==> src/verilog/rgh_defines.vh <==
// constants for the reading gate and handshake control block
// included by the control block and its result buffer
`ifndef RGH_DEFINES_VH
`define RGH_DEFINES_VH

// activation parameter byte offset and values
`define RGH_ACT_MODE_OFS 3'h0
`define RGH_ACT_MODE_PLAIN 8'h00
`define RGH_ACT_MODE_ACK 8'h01
`define RGH_ACT_MODE_RST 8'h00

// gate control parameter byte offsets
`define RGH_GATE_AUTO_OFS 3'h0
`define RGH_GATE_END_OFS 3'h1
`define RGH_GATE_DLY_LO_OFS 3'h2
`define RGH_GATE_DLY_HI_OFS 3'h3
`define RGH_GATE_MAX_LO_OFS 3'h4
`define RGH_GATE_MAX_HI_OFS 3'h5

// gate control reset values
`define RGH_GATE_AUTO_RST 8'h00
`define RGH_GATE_END_RST 8'h01
`define RGH_GATE_DLY_RST 16'h0000
`define RGH_GATE_MAX_RST 16'h0000
`define RGH_AUTO_ON 8'h01

// gate end mode codes
`define RGH_END_NONE 8'h00
`define RGH_END_COUNT 8'h01
`define RGH_END_TABLE 8'h02
`define RGH_END_IDENT 8'h03
`define RGH_END_REFCMP 8'h04

// control byte bit positions
`define RGH_CTL_GATE_BIT 0
`define RGH_CTL_ACK_BIT 4
`define RGH_CTL_RST_BIT 5

// decoder state image bit positions
`define RGH_ST_GATE_BIT 0
`define RGH_ST_NEW_BIT 1
`define RGH_ST_MORE_BIT 3
`define RGH_ST_OVF_BIT 4

// result word width
`define RGH_RES_W 32

// timing: clock period and millisecond in ns
`define RGH_CLK_PERIOD_NS 40
`define RGH_MS_NS 1000000
`define RGH_CYC_PER_MS (`RGH_MS_NS / `RGH_CLK_PERIOD_NS)

`endif

==> src/verilog/rgh_fifo2.v <==
// two-entry result buffer with valid and ready on both sides
// assumes one clock and a synchronous active low reset
`timescale 1ns/10ps
`include "rgh_defines.vh"

module rgh_fifo2 #(
  parameter WIDTH = `RGH_RES_W
) (
  // clock and reset
  input wire core_clk_i,
  input wire reset_n_i,
  // flush drops every stored entry
  input wire flush_i,
  // fill side
  input wire in_valid_i,
  input wire [WIDTH-1:0] in_data_i,
  output wire in_ready_o,
  // drain side
  output wire out_valid_o,
  output wire [WIDTH-1:0] out_data_o,
  input wire out_ready_i
);

  reg [WIDTH-1:0] mem_q [0:1];
  reg wr_ptr_q;
  reg rd_ptr_q;
  reg [1:0] count_q;
  wire push;
  wire pop;
  genvar gi;

  assign in_ready_o = (count_q != 2'd2) && !flush_i;
  assign out_valid_o = (count_q != 2'd0);
  assign out_data_o = mem_q[rd_ptr_q];
  assign push = in_valid_i && in_ready_o;
  assign pop = out_valid_o && out_ready_i && !flush_i;

  generate
    for (gi = 0; gi < 2; gi = gi + 1) begin : g_ent
      always @(posedge core_clk_i) begin
        if (!reset_n_i) begin
          mem_q[gi] <= {WIDTH{1'b0}};
        end else if (push && (wr_ptr_q == gi)) begin
          mem_q[gi] <= in_data_i;
        end
      end
    end
  endgenerate

  always @(posedge core_clk_i) begin
    if (!reset_n_i || flush_i) begin
      wr_ptr_q <= 1'b0;
      rd_ptr_q <= 1'b0;
      count_q <= 2'd0;
    end else begin
      if (push) begin
        wr_ptr_q <= ~wr_ptr_q;
      end
      if (pop) begin
        rd_ptr_q <= ~rd_ptr_q;
      end
      if (push && !pop) begin
        count_q <= count_q + 2'd1;
      end else if (pop && !push) begin
        count_q <= count_q - 2'd1;
      end
    end
  end

endmodule // rgh_fifo2

==> src/verilog/rgh_gate_ctrl.v <==
// reading gate control and result handshake of a code reader
// assumes the control byte and parameter writes are synchronous to
// core_clk_i and the decoder side keeps its results until accepted
//
// Behaviour
// RULE1 - mode byte picks plain (0) or acknowledge handshake (1), plain after reset
// RULE2 - in handshake mode a new result waits until the shown one is acknowledged
// RULE3 - acknowledging the last pending result clears the result image to zero
// RULE4 - control bit 0.0 rising opens the gate, falling closes it
// RULE5 - either edge of control bit 0.4 acknowledges, only in handshake mode
// RULE6 - rising control bit 0.5 drops stored results and clears input images
// RULE7 - data reset also aborts fragmentation, dropping partly sent results
// RULE8 - data reset keeps device status, toggle bytes and gate state
// RULE9 - in plain mode each new result overwrites the image
// RULE10 - controller must use handshake when several results fit in one gate
// RULE11 - gate parameter byte 0 enables automatic gate repeat when 1
// RULE12 - end mode 0 none, 1 count, 2 table, 3 identifiers, 4 reference match
// RULE13 - automatic repeat reopens the gate after a 16-bit millisecond delay
// RULE14 - gate is forced shut after a 16-bit millisecond limit, 0 disables
// RULE15 - count end mode ends the gate only at the configured code count; code ends at code count >= limit, never with limit 0
// RULE16 - decoder state image bit 0.0 shows the gate state, 1 is open
// RULE17 - unused control byte bits are ignored
`timescale 1ns/10ps
`include "rgh_defines.vh"

module rgh_gate_ctrl #(
  parameter CYC_PER_MS = `RGH_CYC_PER_MS
) (
  // clock and reset
  input wire core_clk_i,
  input wire reset_n_i,
  // cyclic control byte from the controller
  input wire [7:0] ctrl_byte_i,
  // activation parameter port
  input wire act_param_we_i,
  input wire [2:0] act_param_addr_i,
  input wire [7:0] act_param_wdata_i,
  output reg [7:0] act_param_rdata_o,
  // gate control parameter port
  input wire gate_param_we_i,
  input wire [2:0] gate_param_addr_i,
  input wire [7:0] gate_param_wdata_i,
  output reg [7:0] gate_param_rdata_o,
  // decoder results
  input wire result_valid_i,
  input wire [`RGH_RES_W-1:0] result_data_i,
  output reg result_ready_o,
  // completeness inputs from the decoder side
  input wire [7:0] code_count_i,
  input wire [7:0] max_code_count_i,
  input wire table_done_i,
  input wire ident_done_i,
  input wire refcmp_ok_i,
  // input images toward the controller
  output reg [`RGH_RES_W-1:0] result_image_o,
  output reg [7:0] decoder_state_o,
  output reg [7:0] result_toggle_o,
  output reg [7:0] ack_toggle_o,
  // gate and reset signals to the other modules
  output reg gate_open_o,
  output reg data_reset_o,
  output reg frag_abort_o
);

  localparam ST_IDLE = 2'd0;
  localparam ST_OPEN = 2'd1;
  localparam ST_WAIT = 2'd2;
  localparam [14:0] PRESC_MAX = CYC_PER_MS[14:0] - 15'h0001;

  // true when a byte offset matches, used for reads and writes
  function sel;
    input [2:0] addr;
    input [2:0] ofs;
    begin
      sel = (addr == ofs);
    end
  endfunction

  // parameter registers
  reg [7:0] act_mode_q;
  reg [7:0] auto_q;
  reg [7:0] end_mode_q;
  reg [15:0] dly_ms_q;
  reg [15:0] max_ms_q;

  // control byte history
  reg gate_prev_q;
  reg ack_prev_q;
  reg rst_prev_q;

  // gate machine
  reg [1:0] state_q;
  reg [1:0] state_d;
  reg [14:0] presc_q;
  reg [15:0] ms_q;
  reg gate_d;

  // image state
  reg shown_q;
  reg ovf_q;

  wire hs_mode;
  wire gate_rise;
  wire gate_fall;
  wire ack_evt;
  wire rst_evt;
  wire ms_tick;
  wire end_hit;
  wire max_hit;
  wire dly_done;
  wire fifo_in_ready;
  wire fifo_out_valid;
  wire [`RGH_RES_W-1:0] fifo_out_data;
  wire pop;
  reg end_sel;

  assign hs_mode = (act_mode_q == `RGH_ACT_MODE_ACK); // [RULE1]
  // only bits 0, 4 and 5 are looked at
  assign gate_rise = ctrl_byte_i[`RGH_CTL_GATE_BIT] && !gate_prev_q; // [RULE4] [RULE17]
  assign gate_fall = !ctrl_byte_i[`RGH_CTL_GATE_BIT] && gate_prev_q; // [RULE4]
  assign ack_evt = hs_mode &&
    (ctrl_byte_i[`RGH_CTL_ACK_BIT] != ack_prev_q); // [RULE5]
  assign rst_evt = ctrl_byte_i[`RGH_CTL_RST_BIT] && !rst_prev_q; // [RULE6]

  always @(posedge core_clk_i) begin
    if (!reset_n_i) begin
      gate_prev_q <= 1'b0;
      ack_prev_q <= 1'b0;
      rst_prev_q <= 1'b0;
    end else begin
      gate_prev_q <= ctrl_byte_i[`RGH_CTL_GATE_BIT];
      ack_prev_q <= ctrl_byte_i[`RGH_CTL_ACK_BIT];
      rst_prev_q <= ctrl_byte_i[`RGH_CTL_RST_BIT];
    end
  end

  // parameter writes and registered read back
  always @(posedge core_clk_i) begin
    if (!reset_n_i) begin
      act_mode_q <= `RGH_ACT_MODE_RST; // [RULE1]
      auto_q <= `RGH_GATE_AUTO_RST; // [RULE11]
      end_mode_q <= `RGH_GATE_END_RST; // [RULE12]
      dly_ms_q <= `RGH_GATE_DLY_RST;
      max_ms_q <= `RGH_GATE_MAX_RST;
    end else begin
      if (act_param_we_i && sel(act_param_addr_i, `RGH_ACT_MODE_OFS)) begin
        act_mode_q <= act_param_wdata_i;
      end
      if (gate_param_we_i) begin
        if (sel(gate_param_addr_i, `RGH_GATE_AUTO_OFS)) begin
          auto_q <= gate_param_wdata_i;
        end else if (sel(gate_param_addr_i, `RGH_GATE_END_OFS)) begin
          end_mode_q <= gate_param_wdata_i;
        end else if (sel(gate_param_addr_i, `RGH_GATE_DLY_LO_OFS)) begin
          dly_ms_q[7:0] <= gate_param_wdata_i;
        end else if (sel(gate_param_addr_i, `RGH_GATE_DLY_HI_OFS)) begin
          dly_ms_q[15:8] <= gate_param_wdata_i;
        end else if (sel(gate_param_addr_i, `RGH_GATE_MAX_LO_OFS)) begin
          max_ms_q[7:0] <= gate_param_wdata_i;
        end else if (sel(gate_param_addr_i, `RGH_GATE_MAX_HI_OFS)) begin
          max_ms_q[15:8] <= gate_param_wdata_i;
        end
      end
    end
  end

  always @(posedge core_clk_i) begin
    if (!reset_n_i) begin
      act_param_rdata_o <= 8'h00;
      gate_param_rdata_o <= 8'h00;
    end else begin
      if (sel(act_param_addr_i, `RGH_ACT_MODE_OFS)) begin
        act_param_rdata_o <= act_mode_q;
      end else begin
        act_param_rdata_o <= 8'h00;
      end
      if (sel(gate_param_addr_i, `RGH_GATE_AUTO_OFS)) begin
        gate_param_rdata_o <= auto_q;
      end else if (sel(gate_param_addr_i, `RGH_GATE_END_OFS)) begin
        gate_param_rdata_o <= end_mode_q;
      end else if (sel(gate_param_addr_i, `RGH_GATE_DLY_LO_OFS)) begin
        gate_param_rdata_o <= dly_ms_q[7:0];
      end else if (sel(gate_param_addr_i, `RGH_GATE_DLY_HI_OFS)) begin
        gate_param_rdata_o <= dly_ms_q[15:8];
      end else if (sel(gate_param_addr_i, `RGH_GATE_MAX_LO_OFS)) begin
        gate_param_rdata_o <= max_ms_q[7:0];
      end else if (sel(gate_param_addr_i, `RGH_GATE_MAX_HI_OFS)) begin
        gate_param_rdata_o <= max_ms_q[15:8];
      end else begin
        gate_param_rdata_o <= 8'h00;
      end
    end
  end

  // completeness check picked by the end mode; unknown codes never end
  always @* begin
    end_sel = 1'b0;
    case (end_mode_q)
      `RGH_END_NONE: end_sel = 1'b0; // [RULE12]
      `RGH_END_COUNT: end_sel = (max_code_count_i != 8'h00) &&
        (code_count_i >= max_code_count_i); // [RULE12] [RULE15]
      `RGH_END_TABLE: end_sel = table_done_i; // [RULE12]
      `RGH_END_IDENT: end_sel = ident_done_i; // [RULE12]
      `RGH_END_REFCMP: end_sel = refcmp_ok_i; // [RULE12]
      default: end_sel = 1'b0;
    endcase
  end

  assign end_hit = end_sel;
  // millisecond prescaler restarts whenever the state changes
  assign ms_tick = (presc_q == PRESC_MAX);
  assign max_hit = (max_ms_q != 16'h0000) && (ms_q == max_ms_q); // [RULE14]
  assign dly_done = (ms_q == dly_ms_q); // [RULE13]

  always @* begin
    state_d = state_q;
    case (state_q)
      ST_IDLE: begin
        if (gate_rise) begin
          state_d = ST_OPEN; // [RULE4]
        end else if (auto_q == `RGH_AUTO_ON) begin
          state_d = ST_WAIT; // [RULE11]
        end
      end
      ST_OPEN: begin
        if (gate_fall || max_hit || end_hit) begin
          state_d = ST_IDLE; // [RULE4] [RULE14]
        end
      end
      ST_WAIT: begin
        if (gate_rise) begin
          state_d = ST_OPEN;
        end else if (auto_q != `RGH_AUTO_ON) begin
          state_d = ST_IDLE; // [RULE13]
        end else if (dly_done) begin
          state_d = ST_OPEN; // [RULE13]
        end
      end
      default: state_d = ST_IDLE;
    endcase
    gate_d = (state_d == ST_OPEN);
  end

  always @(posedge core_clk_i) begin
    if (!reset_n_i) begin
      state_q <= ST_IDLE;
      presc_q <= 15'h0000;
      ms_q <= 16'h0000;
      gate_open_o <= 1'b0;
    end else begin
      state_q <= state_d;
      gate_open_o <= gate_d; // [RULE16]
      if (state_d != state_q) begin
        presc_q <= 15'h0000;
        ms_q <= 16'h0000;
      end else if (ms_tick) begin
        presc_q <= 15'h0000;
        if (ms_q != 16'hffff) begin
          ms_q <= ms_q + 16'h0001;
        end
      end else begin
        presc_q <= presc_q + 15'h0001;
      end
    end
  end

  // result path through the two-entry buffer
  rgh_fifo2 #(
    .WIDTH(`RGH_RES_W)
  ) u_fifo (
    .core_clk_i(core_clk_i),
    .reset_n_i(reset_n_i),
    .flush_i(rst_evt),
    .in_valid_i(result_valid_i),
    .in_data_i(result_data_i),
    .in_ready_o(fifo_in_ready),
    .out_valid_o(fifo_out_valid),
    .out_data_o(fifo_out_data),
    .out_ready_i(pop)
  );

  // plain mode takes the next result unless a data reset flushes it, handshake waits for ack while a result is shown
  assign pop = fifo_out_valid && !rst_evt &&
    (!hs_mode || !shown_q || ack_evt); // [RULE2] [RULE9]

  always @(posedge core_clk_i) begin
    if (!reset_n_i) begin
      result_ready_o <= 1'b0;
    end else begin
      result_ready_o <= fifo_in_ready;
    end
  end

  always @(posedge core_clk_i) begin
    if (!reset_n_i) begin
      result_image_o <= {`RGH_RES_W{1'b0}};
      shown_q <= 1'b0;
      ovf_q <= 1'b0;
      result_toggle_o <= 8'h00;
      ack_toggle_o <= 8'h00;
      data_reset_o <= 1'b0;
      frag_abort_o <= 1'b0;
    end else begin
      data_reset_o <= rst_evt;
      frag_abort_o <= rst_evt; // [RULE7]
      if (ack_evt) begin
        ack_toggle_o <= ack_toggle_o + 8'h01;
      end
      if (rst_evt) begin
        // toggles and the gate state survive a data reset
        result_image_o <= {`RGH_RES_W{1'b0}}; // [RULE6] [RULE8]
        shown_q <= 1'b0;
      end else if (pop) begin
        result_image_o <= fifo_out_data; // [RULE9]
        shown_q <= 1'b1;
        result_toggle_o <= result_toggle_o + 8'h01;
      end else if (ack_evt && shown_q) begin
        result_image_o <= {`RGH_RES_W{1'b0}}; // [RULE3]
        shown_q <= 1'b0;
      end
      // a reject in the same cycle as a data reset stays flagged
      if (result_valid_i && !fifo_in_ready) begin
        ovf_q <= 1'b1;
      end else if (rst_evt) begin
        ovf_q <= 1'b0; // [RULE6]
      end
    end
  end

  always @(posedge core_clk_i) begin
    if (!reset_n_i) begin
      decoder_state_o <= 8'h00;
    end else begin
      decoder_state_o <= 8'h00;
      decoder_state_o[`RGH_ST_GATE_BIT] <= gate_d; // [RULE16] [RULE8]
      decoder_state_o[`RGH_ST_NEW_BIT] <= shown_q;
      decoder_state_o[`RGH_ST_MORE_BIT] <= fifo_out_valid;
      decoder_state_o[`RGH_ST_OVF_BIT] <= ovf_q;
    end
  end

endmodule // rgh_gate_ctrl

==> config.mk <==
export PLATFORM = sky130hd
export DESIGN_NAME = rgh_gate_ctrl
export DESIGN_NICKNAME = d
export VERILOG_FILES = /design/src/verilog/rgh_fifo2.v /design/src/verilog/rgh_gate_ctrl.v
export VERILOG_INCLUDE_DIRS = /design/src /design/src/verilog
export SDC_FILE = /design/constraint.sdc
export NUM_CORES = 1
export LEC_CHECK = 0
export BUFFER_PORTS_ARGS = -buffer_cell sky130_fd_sc_hd__buf_2
export CAP_MARGIN = 20
export CORE_UTILIZATION = 36
export DETAILED_ROUTE_END_ITERATION = 16
export GPL_TIMING_DRIVEN = 1
export PLACE_DENSITY = 0.51
export REMOVE_ABC_BUFFERS = 1
export SYNTH_ARGS = -nofsm -noshare
export SYNTH_HDL_FRONTEND = slang
export SYNTH_HIERARCHICAL = 1
export SYNTH_SLANG_ARGS = --single-unit
export TNS_END_PERCENT = 10
==> constraint.sdc <==
create_clock -name core_clk_i -period 3.22 [get_ports core_clk_i]
set_input_delay 0.322 -clock core_clk_i [delete_from_list [all_inputs] [get_ports core_clk_i]]
set_output_delay 0.322 -clock core_clk_i [all_outputs]
set_load 0.05 [all_outputs]
* Yosys cells after proc, flatten, opt, wreduce, memory -nomap -nowiden
Memory sizes are Yosys's and may differ from the RTL's. A register that Yosys moved wholly into a read port is not among the register bits.
Cells that the tools add are included.
** Storage, ports and cells
- Bits in registers :: 173
- Bits in writable memories :: 64
- Bits of input ports :: 86
- Output and inout bits :: 76
- Word-level logic and storage cells :: 157
- Memories :: 1
** Memory list
- u_fifo.mem_q :: depth 2, bits a word 32, rd ports 1, clocked after memory_dff 1, wr ports 2, line rgh_fifo2.v:24 : reg [WIDTH-1:0] mem_q [0:1];
** Operators by class
- $add $sub $neg :: 6
- Magnitude comparators :: 1
- Equal/unequal tests :: 22
- Muxes and demuxes :: 33
- Bitwise operators :: 11
- Reduce and logical (&&, ||, !) cells :: 55
** Operators by type and width (count)
- 32-bit 2-to-1 mux :: 4
- 8-bit 2-to-1 mux :: 6
- 16-bit equality test :: 2
- 8-bit by 1-bit equality test with 1-bit output (second input constant) :: 3
- 1-bit logical AND :: 19
- 16-bit by 1-bit adder with 16-bit output (second input constant) :: 1
- 8-bit by 1-bit adder with 8-bit output (second input constant) :: 2
- 8-bit by 2-bit equality test with 1-bit output (second input constant) :: 2
- 2-bit 2-to-1 mux :: 8
- 16-bit inequality test (second input constant) :: 1
- 16-bit nonzero test :: 1
- 15-bit by 1-bit adder with 15-bit output (second input constant) :: 1
- 15-bit equality test (second input constant) :: 1
- 1-bit 2-to-1 mux :: 13
- 1-bit zero test :: 10
- 1-bit inverter :: 9
- 8-bit by 3-bit equality test with 1-bit output (second input constant) :: 1
- 8-bit >= comparator :: 1
- 8-bit by 1-bit inequality test with 1-bit output (second input constant) :: 1
- 2-bit AND reduction :: 4
- 2-bit nonzero test :: 4
- 8-bit nonzero test :: 1
- 7-bit AND reduction :: 1
- 3-bit by 2-bit equality test with 1-bit output (second input constant) :: 2
- 21 further kinds :: 30

* Depth between registers and ports, before layout
Gate-level depths: netlist of the first run.
- Depth in word-level cells :: 10
- Gate-level depth with buffers :: 10
- Mapped depth without buffers :: 8

* By module
The synthesis of the first run kept the hierarchy.
** By module, submodules not included
- rgh_gate_ctrl :: times used 1, cells an instance 842, area each 7430.9 um^2, seq. area each 3283.1 um^2
- rgh_fifo2 :: times used 1, cells an instance 238, area each 2996.6 um^2, seq. area each 2021.9 um^2

* Worst setup path after synthesis of the first run
No wires, ideal clock.
- Kind :: flip-flop to flip-flop
- Start point :: reg act_mode_q[0]
- End point :: reg u_fifo.count_q[1]
- Library setup time :: 70 ps
- Arrival :: 2383 ps
- Data required time :: 3150 ps
- Setup slack :: 767 ps
- Stages on the path, launching flop included :: 10
- Buffers on the path :: 2
- Period minus slack after synthesis :: 2453 ps
- Path through :: dfxtp_1 > nor2b_1 > and3_1 > a311oi_2 > buf_2 > buf_1 > nand3_1 > ha_1 > or3_1 > a21oi_1
** On the way
- Longest elaborated chain between the ends :: 10
- Elaborated cells between the ends (all ways) :: 13
- Classes of those cells :: eq/ne: 1; mux: 1; reduce/logical: 11
** Ends and longest elaborated chain
- from (decl) :: line rgh_gate_ctrl.v:80 : reg [7:0] act_mode_q;
- from (signal assigned) :: line rgh_gate_ctrl.v:140 : act_mode_q <= `RGH_ACT_MODE_RST;
- from (signal assigned) :: line rgh_gate_ctrl.v:147 : act_mode_q <= act_param_wdata_i;
- 8-bit by 1-bit equality test with 1-bit output (no line) *
- 1-bit zero test :: line rgh_gate_ctrl.v:284 : (!hs_mode || !shown_q || ack_evt);
- 1-bit logical OR :: line rgh_gate_ctrl.v:284
- 1-bit logical OR * :: line rgh_gate_ctrl.v:284
- 1-bit logical AND * :: line rgh_gate_ctrl.v:283 : assign pop = fifo_out_valid && !rst_evt &&
- net pop :: line rgh_gate_ctrl.v:114 : wire pop;
- 1-bit logical AND * (2 in series) :: line rgh_fifo2.v:36 : assign pop = out_valid_o && out_ready_i && !flush_i;
- 1-bit zero test :: line rgh_fifo2.v:62 : if (push && !pop) begin
- 1-bit logical AND :: line rgh_fifo2.v:62
- 2-bit 2-to-1 mux or 2-bit nonzero test (tied branches)
- to (signal assigned) :: line rgh_fifo2.v:63 : count_q <= count_q + 2'd1;
- to (signal assigned) :: line rgh_fifo2.v:65 : count_q <= count_q - 2'd1;
- to (decl) :: line rgh_fifo2.v:27 : reg [1:0] count_q;
The timed path passes the listed nets; every way through them passes the cells marked *.
A chain may end at the register's enable or synchronous reset.

* Final worst setup path of the first run
- Start point :: reg ms_q[2]
- End point :: reg presc_q[3]
** On the way
- Longest elaborated chain between the ends :: 8
- Elaborated cells between the ends (all ways) :: 12
- Classes of those cells :: eq/ne: 3; mux: 5; reduce/logical: 4
** Ends and longest elaborated chain
- from (decl) :: line rgh_gate_ctrl.v:95 : reg [15:0] ms_q;
- from (signal assigned) :: line rgh_gate_ctrl.v:259 : ms_q <= ms_q + 16'h0001;
- 16-bit equality test :: line rgh_gate_ctrl.v:212 : assign max_hit = (max_ms_q != 16'h0000) && (ms_q == max_ms_q);
- 1-bit logical AND :: line rgh_gate_ctrl.v:212
- 1-bit logical OR (2 in series) :: line rgh_gate_ctrl.v:226 : if (gate_fall || max_hit || end_hit) begin
- 2-bit 2-to-1 mux :: line rgh_gate_ctrl.v:226
- 2-bit case mux with 3 select lines * :: line rgh_gate_ctrl.v:217 : case (state_q)
- 2-bit inequality test * :: line rgh_gate_ctrl.v:253 : if (state_d != state_q) begin
- 3-bit OR reduction (no line) *
- to (signal assigned) :: line rgh_gate_ctrl.v:262 : presc_q <= presc_q + 15'h0001;
- to (decl) :: line rgh_gate_ctrl.v:94 : reg [14:0] presc_q;
Mark *: on every way between the ends. The rest lies on a longest branch, timed or not.

==> metrics.txt, run 1 <==
# TYPE chip_impl_metric gauge
chip_impl_metric{name="viasPerCell",unit=""} 4.98
chip_impl_info{name="timing.setup.critical_path_class",value="reg -> reg"} 1
chip_impl_metric{name="antenna_violating_nets_left",unit=""} 0
chip_impl_metric{name="post_synth_fa_ha_maj_area_fraction",unit="%"} 1.56
chip_impl_metric{name="rrSetupSlack",unit="ns"} 0.78
chip_impl_metric{name="layout_min_cycle_time",unit="ns"} 2.44
chip_impl_metric{name="io_pins",unit=""} 162
chip_impl_metric{name="detailroute.via_count",unit=""} 8014
chip_impl_metric{name="grt_overflow_total",unit=""} 0
chip_impl_metric{name="synth_area",unit="sq um"} 10400
chip_impl_metric{name="fillers",unit=""} 2747
chip_impl_info{name="setup_crit_end_kind",value="flop"} 1
chip_impl_metric{name="diodes",unit=""} 0
chip_impl_metric{name="grt_first_pass_wirelength",unit="microns"} 41000
chip_impl_metric{name="pin_slew_with_the_least_headroom_to_its_limit",unit="ns"} 0.948
chip_impl_metric{name="detailedRoute.firstPassIterationCount",unit=""} 5
chip_impl_metric{name="post_cts_resize_count",unit=""} 0
chip_impl_metric{name="drive_gt1_share",unit="%"} 20.9
chip_impl_metric{name="vias_in_the_first_global_route",unit=""} 7405
chip_impl_info{name="netlist_top_cells_area",value="sky130_fd_sc_hd__dfxtp_1 (32%), sky130_fd_sc_hd__edfxtp_1 (18%), sky130_fd_sc_hd__nand2_1 (6.4%)"} 1
chip_impl_metric{name="fp.dieW",unit="microns"} 172
chip_impl_metric{name="cts-buffers-inserted",unit=""} 27
chip_impl_metric{name="power.density",unit="nW/um^2"} 544
chip_impl_metric{name="synth_edf_count",unit=""} 64
chip_impl_metric{name="post_synth_and_or_nand_nor_area_fraction",unit="%"} 21.9
chip_impl_metric{name="die_area",unit="sq um"} 29600
chip_impl_metric{name="wl",unit="microns"} 26900
chip_impl_metric{name="cts-htree-levels",unit=""} 1
chip_impl_metric{name="post_synth_mux_area_share",unit="%"} 4.51
chip_impl_metric{name="worst-path-max-fanout",unit=""} 31
chip_impl_metric{name="reported_leakage_power",unit="uW"} 0.00485
chip_impl_metric{name="share_of_the_synthesized_area_in_compound_gates_ao_oa_aoi_oai",unit="%"} 10.5
chip_impl_metric{name="synth_area_per_cell",unit="sq um"} 9.66
chip_impl_metric{name="share_of_the_clock_period_used_by_the_worst_path",unit="%"} 75.8
chip_impl_info{name="r2r-end",value="presc_q[3]"} 1
chip_impl_metric{name="yosys_top_cell_area_share",unit="%"} 32.4
chip_impl_info{name="critical_path_launch_point_type",value="flop"} 1
chip_impl_info{name="hp-start",value="ctrl_byte_i[0]"} 1
chip_impl_metric{name="grt_antenna_before_repair",unit=""} 0
chip_impl_metric{name="clkSinkCount",unit=""} 233
chip_impl_metric{name="setup_viol_count_final",unit=""} 0
chip_impl_metric{name="maxCapViolCount",unit=""} 0
chip_impl_metric{name="timing.hold.worst_path_depth",unit=""} 2
chip_impl_metric{name="start_util",unit="%"} 37.0
chip_impl_metric{name="met3WireLength",unit="microns"} 1300
chip_impl_info{name="synth_top_area_cell",value="sky130_fd_sc_hd__dfxtp_1"} 1
chip_impl_metric{name="p_total",unit="uW"} 6670
chip_impl_info{name="ys.flop_type",value="sky130_fd_sc_hd__dfxtp_1"} 1
chip_impl_metric{name="postSynth.asyncResetShare",unit="%"} 0
chip_impl_metric{name="final_max_slew_viol_count",unit=""} 0
chip_impl_metric{name="placement.io_buffers",unit=""} 152
chip_impl_metric{name="floorplan.die.height",unit="microns"} 172
chip_impl_metric{name="largest_net_degree_at_the_start_of_global_routing",unit=""} 65
chip_impl_metric{name="synth_cell_type_count",unit=""} 62
chip_impl_metric{name="timing.reg2reg.worst_path_depth",unit=""} 7
chip_impl_info{name="hold-path-endpoint",value="gate_prev_q"} 1
chip_impl_metric{name="area_taken_by_multi_input_logic_gates",unit="sq um"} 4690
chip_impl_metric{name="grt.total_usage",unit="%"} 17.7
chip_impl_info{name="grt_setup_unrepaired",value="false"} 1
chip_impl_metric{name="clk_transition_reported_paths",unit="ns"} 0.06
chip_impl_metric{name="syn_to_final_growth",unit="%"} 17.7
chip_impl_info{name="cts_root_buffer",value="sky130_fd_sc_hd__clkbuf_16"} 1
chip_impl_info{name="r2r-start",value="ms_q[2]"} 1
chip_impl_metric{name="m1WireLength",unit="microns"} 12700
chip_impl_metric{name="final-hold-violation-count",unit=""} 0
chip_impl_metric{name="netlist_instances",unit=""} 1080
chip_impl_metric{name="dp.final_hpwl",unit="microns"} 18000
chip_impl_metric{name="gpl.final_weighted_congestion",unit=""} 0.867
chip_impl_metric{name="synth-seq-cells",unit=""} 233
chip_impl_info{name="status",value="finished clean"} 1
chip_impl_metric{name="yosysSeqAreaShare",unit="%"} 50.9
chip_impl_metric{name="final_core_utilization",unit="%"} 43.6
chip_impl_metric{name="drcViolationCount",unit=""} 0
chip_impl_info{name="synth_top_family_by_area",value="simple AND/OR/NAND/NOR gates"} 1
chip_impl_metric{name="final.setup_skew",unit="ns"} 0.0165
chip_impl_metric{name="ff_latch_area",unit="sq um"} 5310
chip_impl_metric{name="vdd_drop_max",unit="V"} 0.000436
chip_impl_info{name="cts_tree",value="done"} 1
chip_impl_info{name="hold_path_class",value="in -> reg"} 1
chip_impl_metric{name="drt_first_iter_violations",unit=""} 499
chip_impl_metric{name="worst_slew_margin_rel",unit="%"} 36.3
chip_impl_metric{name="floorplan.rows",unit=""} 61
chip_impl_metric{name="synth_xor_xnor_area_share",unit="%"} 6.30
chip_impl_metric{name="core_area",unit="sq um"} 28200
chip_impl_metric{name="fmax",unit="MHz"} 410
chip_impl_metric{name="yosys_warnings",unit=""} 6
chip_impl_metric{name="wl_per_cell",unit="microns"} 16.7
chip_impl_info{name="routed.top_layer",value="met4"} 1
chip_impl_metric{name="detailroute.wirelength.met2",unit="microns"} 12300
chip_impl_metric{name="crit_required",unit="ns"} 3.62
chip_impl_metric{name="cp.arrival",unit="ns"} 2.84
chip_impl_metric{name="cts-root-to-sink-buffers",unit=""} 3
chip_impl_metric{name="clock_insertion_delay_worst_skew",unit="ns"} 0.55
chip_impl_metric{name="final_net_count",unit=""} 1310
-- worst max-delay path: stages (launching register included) --
cell and delay [ns]:
sky130_fd_sc_hd__dfxtp_1 0.55, sky130_fd_sc_hd__xnor2_1 0.16, sky130_fd_sc_hd__nand4_1 0.12, sky130_fd_sc_hd__nor4_1 0.68
sky130_fd_sc_hd__o31ai_1 0.15, sky130_fd_sc_hd__o211ai_1 0.14, sky130_fd_sc_hd__buf_4 0.37, sky130_fd_sc_hd__nor3_1 0.11
-- synthesized netlist by cell type (6+ instances only) --
library cell and count:
sky130_fd_sc_hd__and3_1 13, sky130_fd_sc_hd__nor2_1 143, sky130_fd_sc_hd__mux2_2 30, sky130_fd_sc_hd__a21boi_0 56, sky130_fd_sc_hd__and2_1 26, sky130_fd_sc_hd__buf_6 14
sky130_fd_sc_hd__nor4_1 9, sky130_fd_sc_hd__nand4_1 22, sky130_fd_sc_hd__xor2_1 28, sky130_fd_sc_hd__ha_1 13, sky130_fd_sc_hd__a221oi_1 10, sky130_fd_sc_hd__xnor2_1 47
sky130_fd_sc_hd__nor3_1 15, sky130_fd_sc_hd__o21ai_0 16, sky130_fd_sc_hd__clkbuf_1 34, sky130_fd_sc_hd__dfxtp_1 169, sky130_fd_sc_hd__a21oi_1 13, sky130_fd_sc_hd__nor2b_1 14
sky130_fd_sc_hd__nand2_1 178, sky130_fd_sc_hd__nand2b_1 6, sky130_fd_sc_hd__nand3_1 20, sky130_fd_sc_hd__a22oi_1 32, sky130_fd_sc_hd__inv_1 17, sky130_fd_sc_hd__edfxtp_1 64
sky130_fd_sc_hd__buf_4 7, sky130_fd_sc_hd__buf_2 8, sky130_fd_sc_hd__nor2_2 7, sky130_fd_sc_hd__mux2i_1 11
-- kinds of logic after synthesis --
| kind of cell | after synthesis |
|---|---|
| AO/OA/AOI/OAI | 149 |
| XOR/XNOR | 75 |
| adder cells (fa/ha/maj) | 13 |
| buffers and inverters | 84 |
| flip-flops | 233 |
| multiplexers | 43 |
| other | 1 |
| AND/OR/NAND/NOR | 482 |
-- repair_timing --
action / 4_1_cts / 5_1_grt
buffers inserted: 0 / 0
hold buffers: 1 / 0
hold endpoints to repair: 1 / 0
-- report_power, final --
| part | total [uW] | switching, uW | internal, uW |
|---|---|---|---|
| Clock | 2910 | 1230 | 1680 |
| Combinational | 604 | 403 | 201 |
| Sequential | 3160 | 47.8 | 3110 |
| Total | 6670 | 1680 | 5000 |
-- final cells by class --
cell class / instances / area share (%)
clock buffer: 37 / 6.30
clock inverter: 13 / 0.683
inverter: 17 / 0.520
multi-input combinational: 766 / 38.2
sequential: 233 / 43.2
tap: 378 / 3.85
timing repair buffer: 166 / 7.20
-- metal layers --
metal | track usage, % | up-vias
met1 | 24.6 | 3809
met4 | 4.46 | 0
li1 | - | 3977
met2 | 28.7 | 190
met3 | 2.72 | 38
met5 | 0 | -
-- worst max-delay path by stage --
stage / from / end / cells past startpoint
finish: ms_q[2] / presc_q[3] / 7
detailed placement: act_mode_q[3] / u_fifo/count_q[1] / 8
global placement: act_mode_q[3] / u_fifo/count_q[1] / 8
CTS: ms_q[2] / presc_q[13] / 7
global route: ms_q[2] / presc_q[3] / 7
floorplan: act_mode_q[0] / result_image_o[0] / 6
-- flip-flops by register name (all words and copies together), names as in the netlist, 2 cells and up, named ones only --
| register | cells |
|---|---|
| u_fifo/count_q | 2 |
| u_fifo/mem_q | 64 |
| state_q | 2 |
| gate_param_rdata_o | 8 |
| auto_q | 8 |
| dly_ms_q | 16 |
| ms_q | 16 |
| presc_q | 15 |
| result_image_o | 32 |
| act_mode_q | 8 |
| decoder_state_o | 4 |
| ack_toggle_o | 8 |
| result_toggle_o | 8 |
| max_ms_q | 16 |
| act_param_rdata_o | 8 |
| end_mode_q | 8 |
-- cell usage in the layout (no fill, tap or decap), types with 20 or more instances in the layout --
cell type / Yosys / routed
sky130_fd_sc_hd__a22oi_1: 32 / 32
sky130_fd_sc_hd__and2_1: 26 / 26
sky130_fd_sc_hd__edfxtp_1: 64 / 64
sky130_fd_sc_hd__nor2_1: 143 / 143
sky130_fd_sc_hd__a21boi_0: 56 / 56
sky130_fd_sc_hd__buf_2: 8 / 151
sky130_fd_sc_hd__clkbuf_16: 0 / 27
sky130_fd_sc_hd__nand3_1: 20 / 20
sky130_fd_sc_hd__xnor2_1: 47 / 47
sky130_fd_sc_hd__nand4_1: 22 / 22
sky130_fd_sc_hd__nand2_1: 178 / 178
sky130_fd_sc_hd__xor2_1: 28 / 28
sky130_fd_sc_hd__dfxtp_1: 169 / 169
sky130_fd_sc_hd__mux2_2: 30 / 30
-- metrics by stage --
| step | instances | area, sq um | setup TNS (ns) | hold slack (ns) | setup slack, ns |
|---|---|---|---|---|---|
| after floorplan | 1016 | 10000 | -5.95 | 0.383 | -0.186 |
| after global placement | 1559 | 11400 | 0 | 0.399 | 0.784 |
| after detailed placement | 1559 | 11400 | 0 | 0.400 | 0.766 |
| after CTS | 1610 | 12300 | 0 | 0.00948 | 0.773 |
| after global routing | 1610 | 12300 | 0 | 0.0151 | 0.656 |
| final | 1610 | 12300 | 0 | 0.0316 | 0.779 |
Power figures use the tool's default switching activity.
==> run 2, diff against run 1 <==
==> constraint.sdc (replaced) <==
create_clock -name core_clk_i -period 2.3 [get_ports core_clk_i]
set_input_delay 0.23 -clock core_clk_i [delete_from_list [all_inputs] [get_ports core_clk_i]]
set_output_delay 0.23 -clock core_clk_i [all_outputs]
set_load 0.05 [all_outputs]
==> run 2 against run 1 <==
Net effect: flip-flop and latch count is the same; sequential share of layout area down 1.7 points; critical endpoint is now result_toggle_o[6]; highest routed layer unchanged; critical path type unchanged; worst hold slack worse by 0.013 ns; via count increased by 2.5%; global-route usage rose by 0.76 points.
==> metrics.txt, run 2 (same netlist as run 1, synthesis figures left out) <==
# TYPE chip_impl_metric gauge
chip_impl_metric{name="grt_overflow_total",unit=""} 0
chip_impl_metric{name="crit_required",unit="ns"} 2.77
chip_impl_metric{name="clk_transition_reported_paths",unit="ns"} 0.06
chip_impl_info{name="cts_root_buffer",value="sky130_fd_sc_hd__clkbuf_16"} 1
chip_impl_metric{name="core_area",unit="sq um"} 28200
chip_impl_metric{name="cts-htree-levels",unit=""} 1
chip_impl_metric{name="viasPerCell",unit=""} 4.97
chip_impl_info{name="setup_crit_end_kind",value="flop"} 1
chip_impl_metric{name="grt.total_usage",unit="%"} 18.5
chip_impl_metric{name="clock_insertion_delay_worst_skew",unit="ns"} 0.54
chip_impl_metric{name="clkSinkCount",unit=""} 233
chip_impl_metric{name="placement.io_buffers",unit=""} 152
chip_impl_metric{name="power.density",unit="nW/um^2"} 765
chip_impl_info{name="cts_tree",value="done"} 1
chip_impl_metric{name="fp.dieW",unit="microns"} 172
chip_impl_metric{name="worst_slew_margin_rel",unit="%"} 59.5
chip_impl_metric{name="fillers",unit=""} 2774
chip_impl_metric{name="wl",unit="microns"} 27700
chip_impl_metric{name="start_util",unit="%"} 37.0
chip_impl_info{name="grt_setup_unrepaired",value="false"} 1
chip_impl_metric{name="io_pins",unit=""} 162
chip_impl_metric{name="gpl.final_weighted_congestion",unit=""} 0.856
chip_impl_metric{name="syn_to_final_growth",unit="%"} 22.5
chip_impl_metric{name="dp.final_hpwl",unit="microns"} 18400
chip_impl_metric{name="standard_cell_area_after_detailed_placement",unit="sq um"} 11600
chip_impl_metric{name="share_of_the_clock_period_used_by_the_worst_path",unit="%"} 93.4
chip_impl_info{name="timing.setup.critical_path_class",value="reg -> reg"} 1
chip_impl_metric{name="largest_net_degree_at_the_start_of_global_routing",unit=""} 36
chip_impl_metric{name="reported_leakage_power",unit="uW"} 0.00510
chip_impl_metric{name="final_core_utilization",unit="%"} 45.3
chip_impl_metric{name="maxCapViolCount",unit=""} 0
chip_impl_metric{name="setup_viol_count_final",unit=""} 0
chip_impl_metric{name="die_area",unit="sq um"} 29600
chip_impl_info{name="commonest_cells_after_routing_fill_and_taps_aside",value="sky130_fd_sc_hd__nand2_1 (178), sky130_fd_sc_hd__dfxtp_1 (169), sky130_fd_sc_hd__buf_2 (151)"} 1
chip_impl_info{name="hold_path_class",value="in -> reg"} 1
chip_impl_metric{name="drive_gt1_share",unit="%"} 21.6
chip_impl_metric{name="drt_first_iter_violations",unit=""} 478
chip_impl_metric{name="final-hold-violation-count",unit=""} 0
chip_impl_metric{name="floorplan.rows",unit=""} 61
chip_impl_metric{name="final.setup_skew",unit="ns"} 0.0127
chip_impl_metric{name="diodes",unit=""} 0
chip_impl_info{name="r2r-end",value="result_toggle_o[6]"} 1
chip_impl_metric{name="number_of_flip_flops_under_the_largest_register_name",unit=""} 64
chip_impl_metric{name="detailroute.via_count",unit=""} 8217
chip_impl_metric{name="final_net_count",unit=""} 1353
chip_impl_metric{name="floorplan.die.height",unit="microns"} 172
chip_impl_info{name="r2r-start",value="act_mode_q[5]"} 1
chip_impl_metric{name="final_area",unit="sq um"} 12800
chip_impl_metric{name="fmax",unit="MHz"} 466
chip_impl_metric{name="grt_antenna_before_repair",unit=""} 0
chip_impl_info{name="status",value="finished clean"} 1
chip_impl_metric{name="timing.reg2reg.worst_path_depth",unit=""} 8
chip_impl_metric{name="timing.hold.worst_path_depth",unit=""} 3
chip_impl_metric{name="grt_first_pass_wirelength",unit="microns"} 43000
chip_impl_metric{name="p_total",unit="uW"} 9760
chip_impl_metric{name="cp.arrival",unit="ns"} 2.61
chip_impl_metric{name="ff_latch_area",unit="sq um"} 5310
chip_impl_info{name="biggestRegsByFlops",value="u_fifo/mem_q x64, result_image_o x32"} 1
chip_impl_metric{name="vdd_drop_max",unit="V"} 0.000557
chip_impl_info{name="final_common_cell",value="sky130_fd_sc_hd__nand2_1"} 1
chip_impl_metric{name="post_cts_buffers",unit=""} 0
chip_impl_info{name="hp-start",value="result_data_i[6]"} 1
chip_impl_metric{name="antenna_violating_nets_left",unit=""} 0
chip_impl_metric{name="layout_min_cycle_time",unit="ns"} 2.15
chip_impl_info{name="registers.top_by_ff_count",value="u_fifo/mem_q"} 1
chip_impl_metric{name="vias_in_the_first_global_route",unit=""} 7882
chip_impl_metric{name="dp_worst_setup_slack",unit="ns"} 0.141
chip_impl_metric{name="pin_slew_with_the_least_headroom_to_its_limit",unit="ns"} 0.606
chip_impl_info{name="hold-path-endpoint",value="u_fifo/mem_q[0][6]"} 1
chip_impl_metric{name="rrSetupSlack",unit="ns"} 0.15
chip_impl_info{name="critical_path_launch_point_type",value="flop"} 1
chip_impl_metric{name="final_max_slew_viol_count",unit=""} 0
chip_impl_metric{name="timing.final.ws_setup",unit="ns"} 0.152
chip_impl_metric{name="wl_per_cell",unit="microns"} 16.7
chip_impl_metric{name="cts-root-to-sink-buffers",unit=""} 3
chip_impl_metric{name="worst-path-max-fanout",unit=""} 20
chip_impl_metric{name="cts-buffers-inserted",unit=""} 28
chip_impl_metric{name="detailedRoute.firstPassIterationCount",unit=""} 5
chip_impl_metric{name="drcViolationCount",unit=""} 0
chip_impl_metric{name="area_taken_by_multi_input_logic_gates",unit="sq um"} 4690
==> run 2: cell count changes in the layout (fill, tap and decap cells not counted), sizes merged <==
cell         before  now
dlygate4sd3       1   23
buf             165  185
clkbuf           37   42
clkinv           10    6
bufinv            0    2
clkinvlp          2    0
inv              18   19
==> run 2: cell type report <==
cell class,count,share of cell area [%]
sequential,233,41.5
multi-input combinational,766,36.7
timing repair buffer,208,10.1
clock buffer,42,6.46
tap,378,3.70
clock inverter,10,0.931
inverter,17,0.500
==> run 2: report_power, final <==
| group | switching, uW | internal (uW) | leakage (uW) | total [uW] |
|---|---|---|---|---|
| clock network | 1720 | 2710 | 0.000468 | 4430 |
| registers | 68.7 | 4360 | 0.00204 | 4430 |
| logic | 576 | 334 | 0.00259 | 910 |
==> run 2: through the flow <==
| stage | hold WS [ns] | instances | setup TNS (ns) |
|---|---|---|---|
| CTS | 0.000533 | 1654 | 0 |
| floorplan | 0.302 | 1016 | -64.49 |
| global route | 0.0204 | 1654 | 0 |
| finish | 0.0186 | 1654 | 0 |
| global placement | 0.395 | 1579 | 0 |
| detailed placement | 0.397 | 1579 | 0 |
==> run 2: per-layer routing <==
| layer | part of all wire [%] | up-vias | wire length, microns | global-route usage, % |
|---|---|---|---|---|
| met1 | 47 | 3902 | 12900 | 25.5 |
| met5 | 0 | - | 0 | 0 |
| met3 | 5.4 | 40 | 1490 | 2.66 |
| li1 | - | 4069 | - | - |
| met4 | 1.8 | 0 | 508 | 4.77 |
| met2 | 46 | 206 | 12800 | 30.2 |
==> run 2: critical path: stages (launching register included) <==
cell and delay [ns]:
sky130_fd_sc_hd__dfxtp_1 0.35, sky130_fd_sc_hd__nor4_1 0.06, sky130_fd_sc_hd__buf_4 0.14, sky130_fd_sc_hd__and3_1 0.17, sky130_fd_sc_hd__a311oi_4 0.29, sky130_fd_sc_hd__buf_4 0.33
sky130_fd_sc_hd__nand4_1 0.20, sky130_fd_sc_hd__or3_1 0.37, sky130_fd_sc_hd__a21boi_0 0.16
==> run 2: how the worst max path moves through the flow <==
stage,start,slack [ns],end
finish,act_mode_q[5],0.15,result_toggle_o[6]
global route,act_mode_q[5],0.01,result_toggle_o[6]
CTS,act_mode_q[5],0.13,result_toggle_o[6]
detailed placement,act_mode_q[5],0.14,result_toggle_o[6]
global placement,act_mode_q[5],0.17,result_toggle_o[6]
floorplan,act_mode_q[0],-1.11,result_image_o[0]
==> run 2: repair_timing <==
action                                  4_1_cts  5_1_grt
gates resized for setup                       0        0
hold buffers                                 23        0
hold endpoints to repair                     30        0
endpoints found under the setup margin        0        0
